==> config.mk <==
export PLATFORM = sky130hd
export DESIGN_NAME = vcp_top
export DESIGN_NICKNAME = d
export VERILOG_FILES = /design/src/hw/vcp_pkg.sv /design/src/hw/vcp_sync.sv /design/src/hw/vcp_top.sv
export VERILOG_INCLUDE_DIRS = /design/src /design/src/hw
export SDC_FILE = /design/constraint.sdc
export NUM_CORES = 1
export LEC_CHECK = 0
export BUFFER_PORTS_ARGS = -buffer_cell sky130_fd_sc_hd__buf_4
export CAP_MARGIN = 20
export CORE_UTILIZATION = 55
export CTS_BUF_LIST = sky130_fd_sc_hd__clkbuf_16
export DETAILED_ROUTE_END_ITERATION = 10
export GPL_TIMING_DRIVEN = 0
export PLACE_DENSITY_LB_ADDON = 0.3
export SLEW_MARGIN = 20
export SYNTH_ARGS = -nofsm -noshare
export SYNTH_HDL_FRONTEND = slang
export SYNTH_SLANG_ARGS = --single-unit
==> constraint.sdc <==
create_clock -name clock_i -period 4.2 [get_ports clock_i]
set_input_delay 0.21 -clock clock_i [delete_from_list [all_inputs] [get_ports clock_i]]
set_output_delay 0.21 -clock clock_i [all_outputs]
set_load 0.005 [all_outputs]
==> src/hw/vcp_map.svh <==
/*
 Constants of the pin-strapped voice codec serial port: counts, field
 positions, reset values and bus offsets. Included by the package and the
 design modules; assumes nothing else.
*/
// What this block does
// - Mode pin low gives slave, high master.
// - Slot pin high enables time-slot operation.
// - Shift clock input in slave, output in master.
// - Frame strobe input in slave, output master.
// - Device emits 16-bit ADC words serially.
// - Slot mode drives serial out only in slot.
// - Chain output driven only in slot mode.
// - System clock pin output unless crystal grounded.
// - Bypass pin high skips DC-blocking filter.
// - Return pin high feeds ADC words to DAC.
// - Sleep pin low holds power-down.
// - Sleep pin rising starts reset initialization.
// - Undriven mode pins read as low.
// - Strobe at sample rate, clock sixteen times.
// - Sample input on rise, launch on fall.
// - Two's-complement words, most significant first.
// - Initialization 1024 cycles, serial out released.
`ifndef VCP_MAP_SVH
`define VCP_MAP_SVH

`define VCP_WORD_BITS 16
`define VCP_INIT_CYCLES 1024
`define VCP_SYS_PER_FRAME 512
`define VCP_SYS_PER_BCK 32
`define VCP_HPF_FRAC 8
`define VCP_HPF_SHIFT 6
`define VCP_SYNC_STAGES 2

`define VCP_OFS_ADC_SAMPLE 2'h0
`define VCP_OFS_DAC_SAMPLE 2'h1
`define VCP_OFS_STATUS 2'h2
`define VCP_OFS_FRAMES 2'h3

`define VCP_ST_MASTER 0
`define VCP_ST_TSLOT 1
`define VCP_ST_BYPASS 2
`define VCP_ST_LOOP 3
`define VCP_ST_DOWN 4
`define VCP_ST_INIT 5
`define VCP_ST_DAC_NEW 6
`define VCP_ST_XTAL_GND 7

`define VCP_ADC_RESET 16'h0000

`endif

==> src/hw/vcp_pkg.sv <==
/*
 Types of the voice codec serial port: power state, mode bundle and link
 bundle. Assumes vcp_map.svh for the counts.
*/
`include "vcp_map.svh"

package vcp_pkg;

    typedef enum logic [2:0] {
        VCP_DOWN = 3'b001,
        VCP_INIT = 3'b010,
        VCP_RUN  = 3'b100
    } vcp_pwr_e;

    typedef struct packed {
        logic xtal_gnd;
        logic sleep_n;
        logic loop;
        logic bypass;
        logic tslot;
        logic master;
    } vcp_mode_s;

    typedef struct packed {
        logic din;
        logic fs;
        logic shift_clock;
    } vcp_link_s;

    typedef logic [`VCP_WORD_BITS-1:0] vcp_word_t;

endpackage : vcp_pkg

==> src/hw/vcp_sync.sv <==
/*
 Two-stage synchroniser bank for pin inputs. Assumes the inputs are
 asynchronous to clock_i; outputs settle low under reset.
*/
`timescale 1ns/1ps
`default_nettype none
`include "vcp_map.svh"

module vcp_sync #(
    parameter int WIDTH = 1
) (
    input wire logic clock_i,             // System clock
    input wire logic nrst_i,              // Async reset, active low
    input wire logic [WIDTH-1:0] async_i, // Pin levels
    output logic [WIDTH-1:0] sync_o       // Synchronised levels
);

    logic [WIDTH-1:0] meta_q;
    logic [WIDTH-1:0] sync_q;

    // Reset low so that an undriven pin reads as its pull-down would
    always_ff @(posedge clock_i or negedge nrst_i) begin
        if (!nrst_i) begin
            meta_q <= '0;
            sync_q <= '0;
        end else begin
            meta_q <= async_i;
            sync_q <= meta_q;
        end
    end

    assign sync_o = sync_q;

endmodule : vcp_sync

`default_nettype wire

==> src/hw/vcp_top.sv <==
/*
 Serial port and mode control of a 16-bit mono voice codec, with an
 Avalon-MM slave for the sample words and status.
 Assumes clock_i is the system clock at 512 times the sample rate, that
 pins are resolved outside from the output enables, and that the far
 party's clocks are slow against clock_i (at least 8 cycles per phase).
*/
`timescale 1ns/1ps
`default_nettype none
`include "vcp_map.svh"

module vcp_top
    import vcp_pkg::*;
#(
    parameter int WORD_BITS = `VCP_WORD_BITS,
    parameter int INIT_CYCLES = `VCP_INIT_CYCLES,
    parameter int SYS_PER_FRAME = `VCP_SYS_PER_FRAME,
    parameter int SYS_PER_BCK = `VCP_SYS_PER_BCK
) (
    input wire logic clock_i,                  // System clock
    input wire logic nrst_i,                   // Async reset, active low
    input wire logic [3:0] avs_address_i,      // Byte address
    input wire logic avs_read_i,               // Read request
    input wire logic avs_write_i,              // Write request
    input wire logic [31:0] avs_writedata_i,   // Write data
    input wire logic [3:0] avs_byteenable_i,   // Byte lanes
    output logic [31:0] avs_readdata_o,        // Read data
    output logic avs_waitrequest_o,            // Stall, high until answer
    input wire logic master_slave_select_i,    // High selects master
    input wire logic time_slot_select_i,       // High enables slots
    input wire logic dc_block_bypass_i,        // High bypasses DC filter
    input wire logic adc_to_dac_return_i,      // High loops ADC to DAC
    input wire logic sleep_reset_n_i,          // Low powers down
    input wire logic crystal_in_grounded_i,    // High when crystal_in tied low
    input wire logic shift_clock_i,            // Shift clock pin level
    output logic shift_clock_o,                // Shift clock drive
    output logic shift_clock_oe_o,             // Shift clock enable
    input wire logic frame_strobe_i,           // Frame strobe pin level
    output logic frame_strobe_o,               // Frame strobe drive
    output logic frame_strobe_oe_o,            // Frame strobe enable
    input wire logic dac_serial_in_i,          // Serial DAC data
    output logic adc_serial_out_o,             // Serial ADC data
    output logic adc_serial_out_oe_o,          // Serial ADC enable
    output logic frame_strobe_chain_out_o,     // Chain strobe drive
    output logic frame_strobe_chain_out_oe_o,  // Chain strobe enable
    output logic system_clock_pin_o,           // System clock divided by two
    output logic system_clock_pin_oe_o,        // System clock pin enable
    output logic [WORD_BITS-1:0] dac_sample_o, // Word for the DAC
    output logic dac_sample_valid_o            // One-cycle new DAC word
);

    localparam int FRM_W = $clog2(SYS_PER_FRAME);
    localparam int INIT_W = $clog2(INIT_CYCLES + 1);
    localparam int BIT_W = $clog2(WORD_BITS + 1);
    localparam int HF = `VCP_HPF_FRAC;
    localparam int AW = WORD_BITS + HF;
    localparam int BCK_BIT = $clog2(SYS_PER_BCK) - 1;
    localparam logic [BIT_W-1:0] WORD_CNT = BIT_W'(WORD_BITS);
    localparam logic [INIT_W-1:0] INIT_LAST = INIT_W'(INIT_CYCLES - 1);

    generate
        if (WORD_BITS < 2 || WORD_BITS > 16) begin : g_bad_word
            $error("WORD_BITS must lie in 2..16");
        end
        if (SYS_PER_BCK < 4 || (SYS_PER_BCK & (SYS_PER_BCK - 1)) != 0) begin : g_bad_bck
            $error("SYS_PER_BCK must be a power of two, at least 4");
        end
        if (SYS_PER_FRAME != SYS_PER_BCK * WORD_BITS) begin : g_bad_frame
            $error("SYS_PER_FRAME must be SYS_PER_BCK times WORD_BITS");
        end
        if (INIT_CYCLES < 1 || INIT_CYCLES > 4096) begin : g_bad_init
            $error("INIT_CYCLES must lie in 1..4096");
        end
    endgenerate

    ////////////////////////////////////////////////////////////////////////////
    // Helpers

    function automatic logic [WORD_BITS-1:0] shl_in(input logic [WORD_BITS-1:0] sr,
                                                    input logic b);
        shl_in = {sr[WORD_BITS-2:0], b};
    endfunction : shl_in

    function automatic logic [WORD_BITS-1:0] sat_word(input logic [WORD_BITS:0] v);
        if (v[WORD_BITS] != v[WORD_BITS-1]) begin
            sat_word = {v[WORD_BITS], {(WORD_BITS-1){~v[WORD_BITS]}}};
        end else begin
            sat_word = v[WORD_BITS-1:0];
        end
    endfunction : sat_word

    ////////////////////////////////////////////////////////////////////////////
    // Pin synchronisers

    vcp_mode_s mode;
    vcp_link_s link;

    vcp_sync #(
        .WIDTH($bits(vcp_mode_s) + $bits(vcp_link_s))
    ) u_sync (
        .clock_i(clock_i),
        .nrst_i(nrst_i),
        .async_i({crystal_in_grounded_i, sleep_reset_n_i, adc_to_dac_return_i,
                  dc_block_bypass_i, time_slot_select_i, master_slave_select_i,
                  dac_serial_in_i, frame_strobe_i, shift_clock_i}),
        .sync_o({mode, link})
    );

    ////////////////////////////////////////////////////////////////////////////
    // Power state: power-down, initialization, run

    vcp_pwr_e pwr_q, pwr_d;
    logic sleep_prev_q;
    logic [INIT_W-1:0] init_cnt_q;
    wire logic sleep_rise = mode.sleep_n & ~sleep_prev_q;
    wire logic run = (pwr_q == VCP_RUN);
    wire logic init_done = (init_cnt_q == INIT_LAST);

    always_comb begin
        pwr_d = pwr_q;
        case (pwr_q)
            VCP_DOWN: begin
                if (sleep_rise) begin
                    pwr_d = VCP_INIT;
                end
            end
            VCP_INIT: begin
                if (!mode.sleep_n) begin
                    pwr_d = VCP_DOWN;
                end else if (init_done) begin
                    pwr_d = VCP_RUN;
                end
            end
            VCP_RUN: begin
                if (!mode.sleep_n) begin
                    pwr_d = VCP_DOWN;
                end
            end
            default: pwr_d = VCP_DOWN;
        endcase
    end

    // Power-on starts in initialization; a low sleep pin then wins at once
    always_ff @(posedge clock_i or negedge nrst_i) begin
        if (!nrst_i) begin
            pwr_q <= VCP_INIT;
            sleep_prev_q <= 1'b0;
            init_cnt_q <= '0;
        end else begin
            pwr_q <= pwr_d;
            sleep_prev_q <= mode.sleep_n;
            init_cnt_q <= (pwr_q == VCP_INIT && !init_done) ? init_cnt_q + 1'b1 : '0;
        end
    end

    ////////////////////////////////////////////////////////////////////////////
    // Master clock divider

    logic [FRM_W-1:0] div_q;
    // Parked at all ones outside master mode, so a new master starts with whole pulses
    wire logic [FRM_W-1:0] div_nx = (run & mode.master) ? div_q + 1'b1 : '1;
    logic bck_gen_q, fs_gen_q;

    // Strobe changes only where the shift clock falls, one bit period wide
    always_ff @(posedge clock_i or negedge nrst_i) begin
        if (!nrst_i) begin
            div_q <= '0;
            bck_gen_q <= 1'b0;
            fs_gen_q <= 1'b0;
        end else begin
            div_q <= div_nx;
            bck_gen_q <= run & mode.master & div_nx[BCK_BIT];
            fs_gen_q <= run & mode.master & (div_nx[FRM_W-1:BCK_BIT+1] == '0);
        end
    end

    ////////////////////////////////////////////////////////////////////////////
    // Edge detection on the active clock source

    logic bck_prev_q;
    wire logic bck_lvl = mode.master ? bck_gen_q : link.shift_clock;
    wire logic fs_lvl = mode.master ? fs_gen_q : link.fs;
    wire logic bck_rise = run & bck_lvl & ~bck_prev_q;
    wire logic bck_fall = run & ~bck_lvl & bck_prev_q;

    always_ff @(posedge clock_i or negedge nrst_i) begin
        if (!nrst_i) begin
            bck_prev_q <= 1'b0;
        end else begin
            bck_prev_q <= bck_lvl;
        end
    end

    ////////////////////////////////////////////////////////////////////////////
    // ADC path: DC-blocking filter applied once per frame

    logic [WORD_BITS-1:0] adc_word_q;
    logic signed [AW-1:0] dc_est_q;
    wire logic signed [AW-1:0] x_ext = {adc_word_q, {HF{1'b0}}};
    wire logic signed [AW:0] dc_diff = {x_ext[AW-1], x_ext} - {dc_est_q[AW-1], dc_est_q};
    wire logic signed [AW:0] dc_step = dc_diff >>> `VCP_HPF_SHIFT;
    wire logic signed [AW-1:0] dc_est_nx = dc_est_q + dc_step[AW-1:0];
    wire logic [WORD_BITS:0] hpf_wide = {adc_word_q[WORD_BITS-1], adc_word_q}
                                      - {dc_est_q[AW-1], dc_est_q[AW-1:HF]};
    wire logic [WORD_BITS-1:0] adc_filt = mode.bypass ? adc_word_q : sat_word(hpf_wide);
    wire logic frame_start = bck_rise & fs_lvl;

    always_ff @(posedge clock_i or negedge nrst_i) begin
        if (!nrst_i) begin
            dc_est_q <= '0;
        end else if (!run) begin
            dc_est_q <= '0;
        end else if (frame_start && !mode.bypass) begin
            dc_est_q <= dc_est_nx;
        end
    end

    ////////////////////////////////////////////////////////////////////////////
    // Receive: DAC words sampled on rising shift clock

    logic [BIT_W-1:0] rx_cnt_q;
    logic [WORD_BITS-1:0] rx_sr_q, loop_word_q, dac_q;
    logic dac_valid_q;
    wire logic [WORD_BITS-1:0] rx_nx = shl_in(rx_sr_q, link.din);
    wire logic rx_take = bck_rise & ~fs_lvl & (rx_cnt_q != '0);
    wire logic rx_last = rx_take & (rx_cnt_q == BIT_W'(1));

    always_ff @(posedge clock_i or negedge nrst_i) begin
        if (!nrst_i) begin
            rx_cnt_q <= '0;
            rx_sr_q <= '0;
            loop_word_q <= '0;
            dac_q <= '0;
            dac_valid_q <= 1'b0;
        end else begin
            dac_valid_q <= rx_last;
            if (!run) begin
                rx_cnt_q <= '0;
            end else if (frame_start) begin
                rx_cnt_q <= WORD_CNT;
                loop_word_q <= adc_filt;
            end else if (rx_take) begin
                rx_sr_q <= rx_nx;
                rx_cnt_q <= rx_cnt_q - 1'b1;
            end
            if (rx_last) begin
                dac_q <= mode.loop ? loop_word_q : rx_nx;
            end
        end
    end

    ////////////////////////////////////////////////////////////////////////////
    // Transmit: ADC words launched on falling shift clock

    logic tx_arm_q, tx_busy_q, dout_q, dout_oe_q, fso_q;
    logic [BIT_W-1:0] tx_cnt_q;
    logic [WORD_BITS-1:0] tx_sr_q;
    wire logic tx_end = bck_fall & tx_busy_q & ~tx_arm_q & (tx_cnt_q == '0);
    wire logic tx_busy_nx = tx_busy_q ? ~tx_end : (bck_fall & tx_arm_q);
    // In slot mode only the own slot is driven, otherwise all of run; released outside run
    wire logic dout_oe_nx = run & (~mode.tslot | tx_busy_nx | (tx_arm_q & bck_fall));

    always_ff @(posedge clock_i or negedge nrst_i) begin
        if (!nrst_i) begin
            tx_arm_q <= 1'b0;
            tx_busy_q <= 1'b0;
            tx_cnt_q <= '0;
            tx_sr_q <= '0;
            dout_q <= 1'b0;
            fso_q <= 1'b0;
        end else if (!run) begin
            tx_arm_q <= 1'b0;
            tx_busy_q <= 1'b0;
            tx_cnt_q <= '0;
            dout_q <= 1'b0;
            fso_q <= 1'b0;
        end else begin
            if (frame_start) begin
                tx_arm_q <= 1'b1;
                tx_sr_q <= adc_filt;
            end else if (bck_fall && tx_arm_q) begin
                tx_arm_q <= 1'b0;
                tx_busy_q <= 1'b1;
                dout_q <= tx_sr_q[WORD_BITS-1];
                tx_sr_q <= shl_in(tx_sr_q, 1'b0);
                tx_cnt_q <= WORD_CNT - 1'b1;
            end else if (bck_fall && tx_busy_q && tx_cnt_q != '0) begin
                dout_q <= tx_sr_q[WORD_BITS-1];
                tx_sr_q <= shl_in(tx_sr_q, 1'b0);
                tx_cnt_q <= tx_cnt_q - 1'b1;
            end else if (tx_end) begin
                tx_busy_q <= 1'b0;
                dout_q <= 1'b0;
                fso_q <= mode.tslot;
            end else if (bck_fall) begin
                fso_q <= 1'b0;
            end
        end
    end

    ////////////////////////////////////////////////////////////////////////////
    // Pin drivers

    logic sck_q;

    always_ff @(posedge clock_i or negedge nrst_i) begin
        if (!nrst_i) begin
            dout_oe_q <= 1'b0;
            sck_q <= 1'b0;
            shift_clock_oe_o <= 1'b0;
            frame_strobe_oe_o <= 1'b0;
            frame_strobe_chain_out_oe_o <= 1'b0;
            system_clock_pin_oe_o <= 1'b0;
        end else begin
            dout_oe_q <= dout_oe_nx;
            sck_q <= ~sck_q;
            shift_clock_oe_o <= mode.master;
            frame_strobe_oe_o <= mode.master;
            frame_strobe_chain_out_oe_o <= mode.tslot;
            system_clock_pin_oe_o <= ~mode.xtal_gnd;
        end
    end

    assign shift_clock_o = bck_gen_q;
    assign frame_strobe_o = fs_gen_q;
    assign adc_serial_out_o = dout_q;
    assign adc_serial_out_oe_o = dout_oe_q;
    assign frame_strobe_chain_out_o = fso_q;
    assign system_clock_pin_o = sck_q;
    assign dac_sample_o = dac_q;
    assign dac_sample_valid_o = dac_valid_q;

    ////////////////////////////////////////////////////////////////////////////
    // Avalon-MM slave: one wait cycle, then the answer

    logic wait_q, dac_new_q;
    logic [31:0] rdata_q;
    logic [15:0] frames_q;
    wire logic req = avs_read_i | avs_write_i;
    wire logic accept = req & ~wait_q;
    wire logic aligned = (avs_address_i[1:0] == 2'h0);
    wire logic [1:0] reg_sel = avs_address_i[3:2];
    wire logic wr_adc = accept & avs_write_i & aligned & (reg_sel == `VCP_OFS_ADC_SAMPLE);
    wire logic rd_dac = accept & avs_read_i & aligned & (reg_sel == `VCP_OFS_DAC_SAMPLE);
    wire logic [7:0] status = {mode.xtal_gnd, dac_new_q, (pwr_q == VCP_INIT),
                               (pwr_q == VCP_DOWN), mode.loop, mode.bypass,
                               mode.tslot, mode.master};
    wire logic [31:0] rd_mux =
        !aligned ? 32'h0000_0000 :
        (reg_sel == `VCP_OFS_ADC_SAMPLE) ? {{(32-WORD_BITS){1'b0}}, adc_word_q} :
        (reg_sel == `VCP_OFS_DAC_SAMPLE) ? {{(32-WORD_BITS){1'b0}}, dac_q} :
        (reg_sel == `VCP_OFS_STATUS) ? {24'h00_0000, status} :
        {16'h0000, frames_q};

    always_ff @(posedge clock_i or negedge nrst_i) begin
        if (!nrst_i) begin
            wait_q <= 1'b1;
            rdata_q <= 32'h0000_0000;
            adc_word_q <= `VCP_ADC_RESET;
            dac_new_q <= 1'b0;
            frames_q <= 16'h0000;
        end else begin
            wait_q <= ~(req & wait_q);
            if (req && wait_q) begin
                rdata_q <= avs_read_i ? rd_mux : 32'h0000_0000;
            end
            if (wr_adc) begin
                adc_word_q <= {avs_byteenable_i[1] ? avs_writedata_i[15:8] : adc_word_q[15:8],
                               avs_byteenable_i[0] ? avs_writedata_i[7:0] : adc_word_q[7:0]};
            end
            // A word landing in the same cycle as the clearing read wins
            dac_new_q <= rx_last | (dac_new_q & ~rd_dac);
            frames_q <= frame_start ? frames_q + 16'h0001 : frames_q;
        end
    end

    assign avs_waitrequest_o = wait_q;
    assign avs_readdata_o = rdata_q;

endmodule : vcp_top

`default_nettype wire

# Yosys cells after proc, flatten, opt, wreduce, memory -nomap -nowiden
# Cells that the tools add are included.
# W data, S select, Z words.
# classes
addsub,8
mul,0
div_mod_pow,0
n_lt_le_gt_ge,0
eq_ne,22
shifts,0
n_mux,48
bitwise,44
reduce_logical,25
# ops
operator,n
$mux W16,11
$mux W24,2
$mux W5,7
$and A1 B1 Y1,26
$sub A24 B24 Y25,1
$add A24 B24 Y24,1
$mux W1,21
$sub A16 B16 Y17,1
$add A16 B1 Y16 const B,1
$ne A3 B1 Y1 const B,5
$not A1 Y1,14
$mux W3,4
$reduce_and A2 Y1,6
$add A11 B1 Y11 const B,1
$eq A11 B10 Y1 const B,1
$mux W11,1
$ne A2 B2 Y1 const B,5
$reduce_bool A5 Y1,2
$sub A5 B1 Y5 const B,2
$add A9 B1 Y9 const B,1
$mux W9,1
$pmux W3 S3,1
$reduce_and A3 Y1,3
$logic_and A1 B1 Y1,6
other kinds (17),23
# totals
regBits,218
latch_bits,0
ram_bits,0
rom_bits,0
in_bits,53
output_inout_bits,60
mem_count,0

# Longest topological paths before layout
# logic_depth
ltp_word,12
ltp_mapped,18
depth_no_buf,18

# By module
# From an unflattened synthesis, not the netlist that was laid out.
# hier_totals
hier_cells,1160
hier_area_um2,11315.9
# by_module_without_submodules
module,instances,cells_per_inst,area_per_inst_um2,seq_area_each_um2
vcp_top,1,1142,10865.4,4606.9
vcp_sync,1,18,450.4,450.4

# Worst setup path before layout
# Ideal clock, no wire load.
# synth_timing
kind,register to register
from,reg dc_est_q[9]
to,reg dc_est_q[22]
setup_time_ns,0.082
arrival_ns,3.735
t_required_ns,4.118
path_slack_ns,0.383
path_stages_with_launch,19
path_buffers,0
period_less_slack_ns,3.817
cell_sequence,dfrtp_1 -> inv_1 -> ha_1 -> a21o_1 -> a21oi_1 -> o21ai_2 -> a221oi_1 -> nor2_1 -> nor2_1 -> o21ba_2 -> xnor2_1 -> ha_1 -> nand2_1 -> o21ai_0 -> o22ai_1 -> a211oi_1 -> nor3_1 -> or4_1 -> a31oi_1
# synth_via
elab_chain_cells,4
# synth_rtl
item,line_no,text
from (decl),vcp_top.sv:198,logic signed [AW-1:0] dc_est_q;
from (signal assigned),vcp_top.sv:214,dc_est_q <= dc_est_nx;
$sub A24 B24 Y25,vcp_top.sv:200,"wire logic signed [AW:0] dc_diff = {x_ext[AW-1], x_ext} - {dc_est_q[AW-1], dc_est_q};"
$add A24 B24 Y24 *,vcp_top.sv:202,wire logic signed [AW-1:0] dc_est_nx = dc_est_q + dc_step[AW-1:0];
$mux W24 *,vcp_top.sv:213,end else if (frame_start && !mode.bypass) begin
$mux W24 *,vcp_top.sv:211,end else if (!run) begin
# Mark *: on every way between the ends. The rest lies on a longest branch, timed or not. The select of a mux whose other input is x is not followed.
# A chain may end at the register's enable or synchronous reset.

# Worst setup path in the final report
# layout_timing
from,reg dc_est_q[9]
to,reg dc_est_q[17]
# The elaborated chain is that of the path after synthesis.

==> flow_summary_export.csv <==
group,metric,value,unit
worst_setup_path,class_of_the_most_critical_setup_path,"reg2reg",
grt,groute.layer.met3.usage,0.03311,
detailed_routing,drtPass1Iterations,5,
clock_network,clock_sink_total,202,
detailed_routing,number_of_violations_reported_at_the_end_of_detailed_routing_iteration_0,483,
yosys,synth.mux.area_fraction,0.07339,
finish,drive_gt1_frac,0.1700,
floorplanning,placement_rows,51,
worst_setup_path,crit_path_cell_trace,"inv_1 -> ha_4 -> a21o_1 -> a21oi_2 -> o21ai_4 -> a221oi_4 -> nor2_1 -> nor2_2 -> xnor2_1 -> ha_1 -> a21o_1 -> a211o_1 -> a211o_1 -> a41o_1 -> a21o_1 -> a21oi_2 -> xor2_1 -> o21ai_0",
yosys,synth-seq-area-share,0.4550,
worst_setup_path,worstPathRequired,4.56,ns
grt,grt_antenna_before_repair,0,
worst_setup_path,worstPathArrival,4.40,ns
flow_run,drv_cap,0,
detailed_routing,antenna_left,0,
place,port-buffer-count,76,
worst_setup_path,critical_path_peak_fanout,5,
grt,first_global_vias,8653,
clock_network,cts-root-to-sink-buffers,3,
yosys,syn-instance-count,1137,
floorplanning,starting_utilization_of_the_core_area,0.5656,
yosys,synth_xor_xnor_area_share,0.06303,
grt,grt_max_degree,74,
power_and_ir_drop,post_route_total_power,5.596,mW
worst_setup_path,timing.critical_path.buf_inv,1,
timing,finalHoldViolations,0,
status,run_status,"complete, no violations",
timing,maxClockFrequency,0.2475,GHz
finish,layout.cells.most_common_list,"196 x dfrtp_1, 146 x nand2_1, 96 x buf_4",
worst_setup_path,crit_path_end_kind,"flop",
worst_setup_path,critical_path.slowest_cell,"dfrtp_2",
grt,grt_first_pass_wirelength,42680,um
finish,area_delta_synth_final,19.88,%
clock_network,worst_skew_pair.late_latency,0.50,ns
worst_setup_path,reg2reg_depth,18,
detailed_routing,route.detailed.vias_per_inst,5.640,
floorplanning,fp.coreArea,0.01965,mm2
yosys,synth_seq_cells,202,
yosys,synth-warning-count,0,
yosys,synth.lib_cells_used.distinct,76,
power_and_ir_drop,static-leakage-power,6.361,nW
grt,grt_util_met1,0.3303,
worst_hold_path,hp-class,"in2reg",
yosys,synth_compound_area_frac,0.1482,
detailed_routing,remaining_design_rule_violation_count,0,
floorplanning,fp.dieW,144.2,um
finish,layout_commonest_cell,"dfrtp_1",
timing,finalClockSkew,0.01027,ns
worst_setup_path,max_stage_delay_on_crit_path,0.45,ns
finish,diodes,0,
finish,instances_no_fill,1559,
yosys,dominant_combinational_cell_family_by_area_after_synthesis,"simple AND/OR/NAND/NOR gates",
yosys,fraction_of_synthesis_flops_using_an_asynchronous_set_or_reset_pin,1.000,
finish,multi_input_area,0.005746,mm2
power_and_ir_drop,power_per_cell_area,420.0,mW/mm2
finish,final_core_util,0.6780,
place,place.detailed.instances,1495,
timing,finalSetupViolations,0,
grt,globalRoute.totalOverflow,0,
floorplanning,design.die.area,0.02078,mm2
clock_network,cts-htree-levels,1,
detailed_routing,wirelength,26590,um
finish,post-route-cell-area,0.01333,mm2
place,gp_congestion,0.8674,
place,placedInstanceArea,0.01214,mm2
yosys,dominantRegCellSynth,"dfrtp_1",
clock_network,clk_transition_reported_paths,0.06,ns
timing,final-max-slew-violation-count,0,
worst_setup_path,critical_path.most_common_cell,"a21o_1",
detailed_routing,detail_route.wl_per_cell,17.05,um
floorplanning,die-height,144.2,um
timing,max_slew.worst_pin.slew,0.7405,ns
grt,globalRoute.busiestLayer,"met2",
clock_network,clockRootBuffer,"clkbuf_16",
worst_setup_path,critical-path-top-delay-family,"compound AO/OA/AOI/OAI gates",
worst_setup_path,timing.critical_path.depth,18,
timing,slew-limit-headroom,0.5030,
place,detailedPlacementHpwl,19120,um
floorplanning,io_pins,113,
yosys,synth_simple_gate_area_share,0.1562,
yosys,synth-edff-count,0,
yosys,post_synth_fa_ha_maj_area_fraction,0.06101,
timing,hold_ws,0.05823,ns
timing,final.period_utilization,0.9621,
grt,grtUsageTotal,0.2601,
grt,globalRouteMet2Util,0.4681,
finish,fin_nets,1386,
yosys,syn-mean-instance-area,9.776,um2
clock_network,cts-buffers-inserted,22,
yosys,synth_area,0.01112,mm2
finish,n_fill_cell,1518,
finish,final-seq-area,0.005062,mm2
worst_hold_path,hold-path-cell-count,4,
power_and_ir_drop,vdd_ir_drop_max,0.0002581,V
detailed_routing,dr_total_vias,8793,
worst_setup_path,cp-start-kind,"flop",
timing,layout_min_cycle_time,4.041,ns
clock_network,tritoncts_clock_tree,"done",
final timing paths:
path                                   from           endpoint  slack (ns)
max in group asynchronous            nrst_i  avs_waitrequest_o        3.21
min                              avs_read_i          dac_new_q        0.06
min reg2reg                u_sync.meta_q[5]   u_sync.sync_o[5]        0.34
min in group asynchronous            nrst_i      init_cnt_q[3]        0.24
max reg2reg                     dc_est_q[9]       dc_est_q[17]        0.16
max                             dc_est_q[9]       dc_est_q[17]        0.16
synthesized netlist by cell type, types with 6 or more instances:
master / instances / area [um2]
inv_1: 41 / 153.9
and2_1: 6 / 37.54
a22o_1: 10 / 87.58
o22ai_1: 9 / 56.30
o21a_1: 14 / 105.1
a21o_1: 12 / 90.09
and3_1: 13 / 81.33
buf_4: 18 / 135.1
o211ai_1: 11 / 82.58
buf_2: 10 / 50.05
mux4_2: 8 / 180.2
nand3_1: 58 / 290.3
o21ai_1: 6 / 30.03
a21boi_1: 9 / 67.56
mux2i_1: 41 / 410.4
ha_1: 51 / 638.1
xor2_1: 37 / 324.1
a21oi_2: 8 / 70.07
dfrtp_1: 200 / 5005
a21boi_0: 6 / 45.04
or3_1: 7 / 43.79
nor2b_1: 11 / 68.82
nand2b_1: 7 / 43.79
xnor2_1: 43 / 376.6
mux2_2: 20 / 225.2
clkbuf_1: 26 / 97.59
a21oi_1: 53 / 265.3
nor3_1: 13 / 65.06
nor2_1: 81 / 304.0
nand4_1: 14 / 87.58
o21ai_0: 76 / 380.4
o21bai_1: 9 / 67.56
nand2_1: 146 / 548.0
cell families (layout without fill, tap and decap cells):
family | count (synthesis) | count (layout)
other cells | 1 | 16
xor+xnor | 80 | 80
compound gates | 256 | 256
mux | 69 | 69
flops | 202 | 202
buf+inv | 103 | 245
simple gates | 373 | 373
fa+ha+maj | 53 | 53
flip-flops by register name (all words and copies together) (netlist names), 9 cells and up:
name            flops
u_sync.sync_o       9
tx_sr_q            16
u_sync.meta_q       9
adc_word_q         16
avs_readdata_o     16
loop_word_q        16
rx_sr_q            15
dc_est_q           24
dac_sample_o       16
init_cnt_q         11
div_q               9
frames_q           16
per-layer routing:
layer / wire length [um] / vias to the layer above
li1: - / 4251
met1: 11400 / 4287
met2: 13560 / 223
met3: 1192 / 32
met4: 426 / 0
met5: 0 / -
cell type report:
cell class	instances	area share
clock inverter	15	0.01728
multi-input combinational	847	0.4312
clock buffer	23	0.04319
inverter	42	0.01183
timing repair buffer	107	0.06873
tap	265	0.02488
buffer	58	0.02300
sequential	202	0.3799
through the flow:
stage	worst slack, ns	setup TNS (ns)
floorplan	0.3826	0
global placement	-0.3006	-0.6052
detailed placement	-0.3629	-0.9292
CTS	0.05088	0
global route	-0.01122	-0.02218
finish	0.1591	0
where the power goes:
group	total, mW	leakage [nW]	internal [mW]	switching (mW)
Combinational	1.39	3.27	0.580	0.805
Sequential	2.06	2.69	1.99	0.0640
Clock	2.15	0.403	1.36	0.793
worst reg2reg max path, stage by stage (launching register included):
cell	delay (ns)
dfrtp_2	0.45
inv_1	0.10
ha_4	0.22
a21o_1	0.16
a21oi_2	0.18
o21ai_4	0.11
a221oi_4	0.31
nor2_1	0.10
nor2_2	0.15
xnor2_1	0.19
ha_1	0.30
a21o_1	0.18
a211o_1	0.30
a211o_1	0.28
a41o_1	0.28
a21o_1	0.20
a21oi_2	0.15
xor2_1	0.15
o21ai_0	0.09
timing repair:
item                                    CTS  global route
setup buffers                             0             3
hold buffers                             26             0
endpoints found under the setup margin    5             4
pin swaps                                 0             3
resized for setup                         9            18
endpoints found under the hold margin    87             0
(Power assumes the default switching activity.)
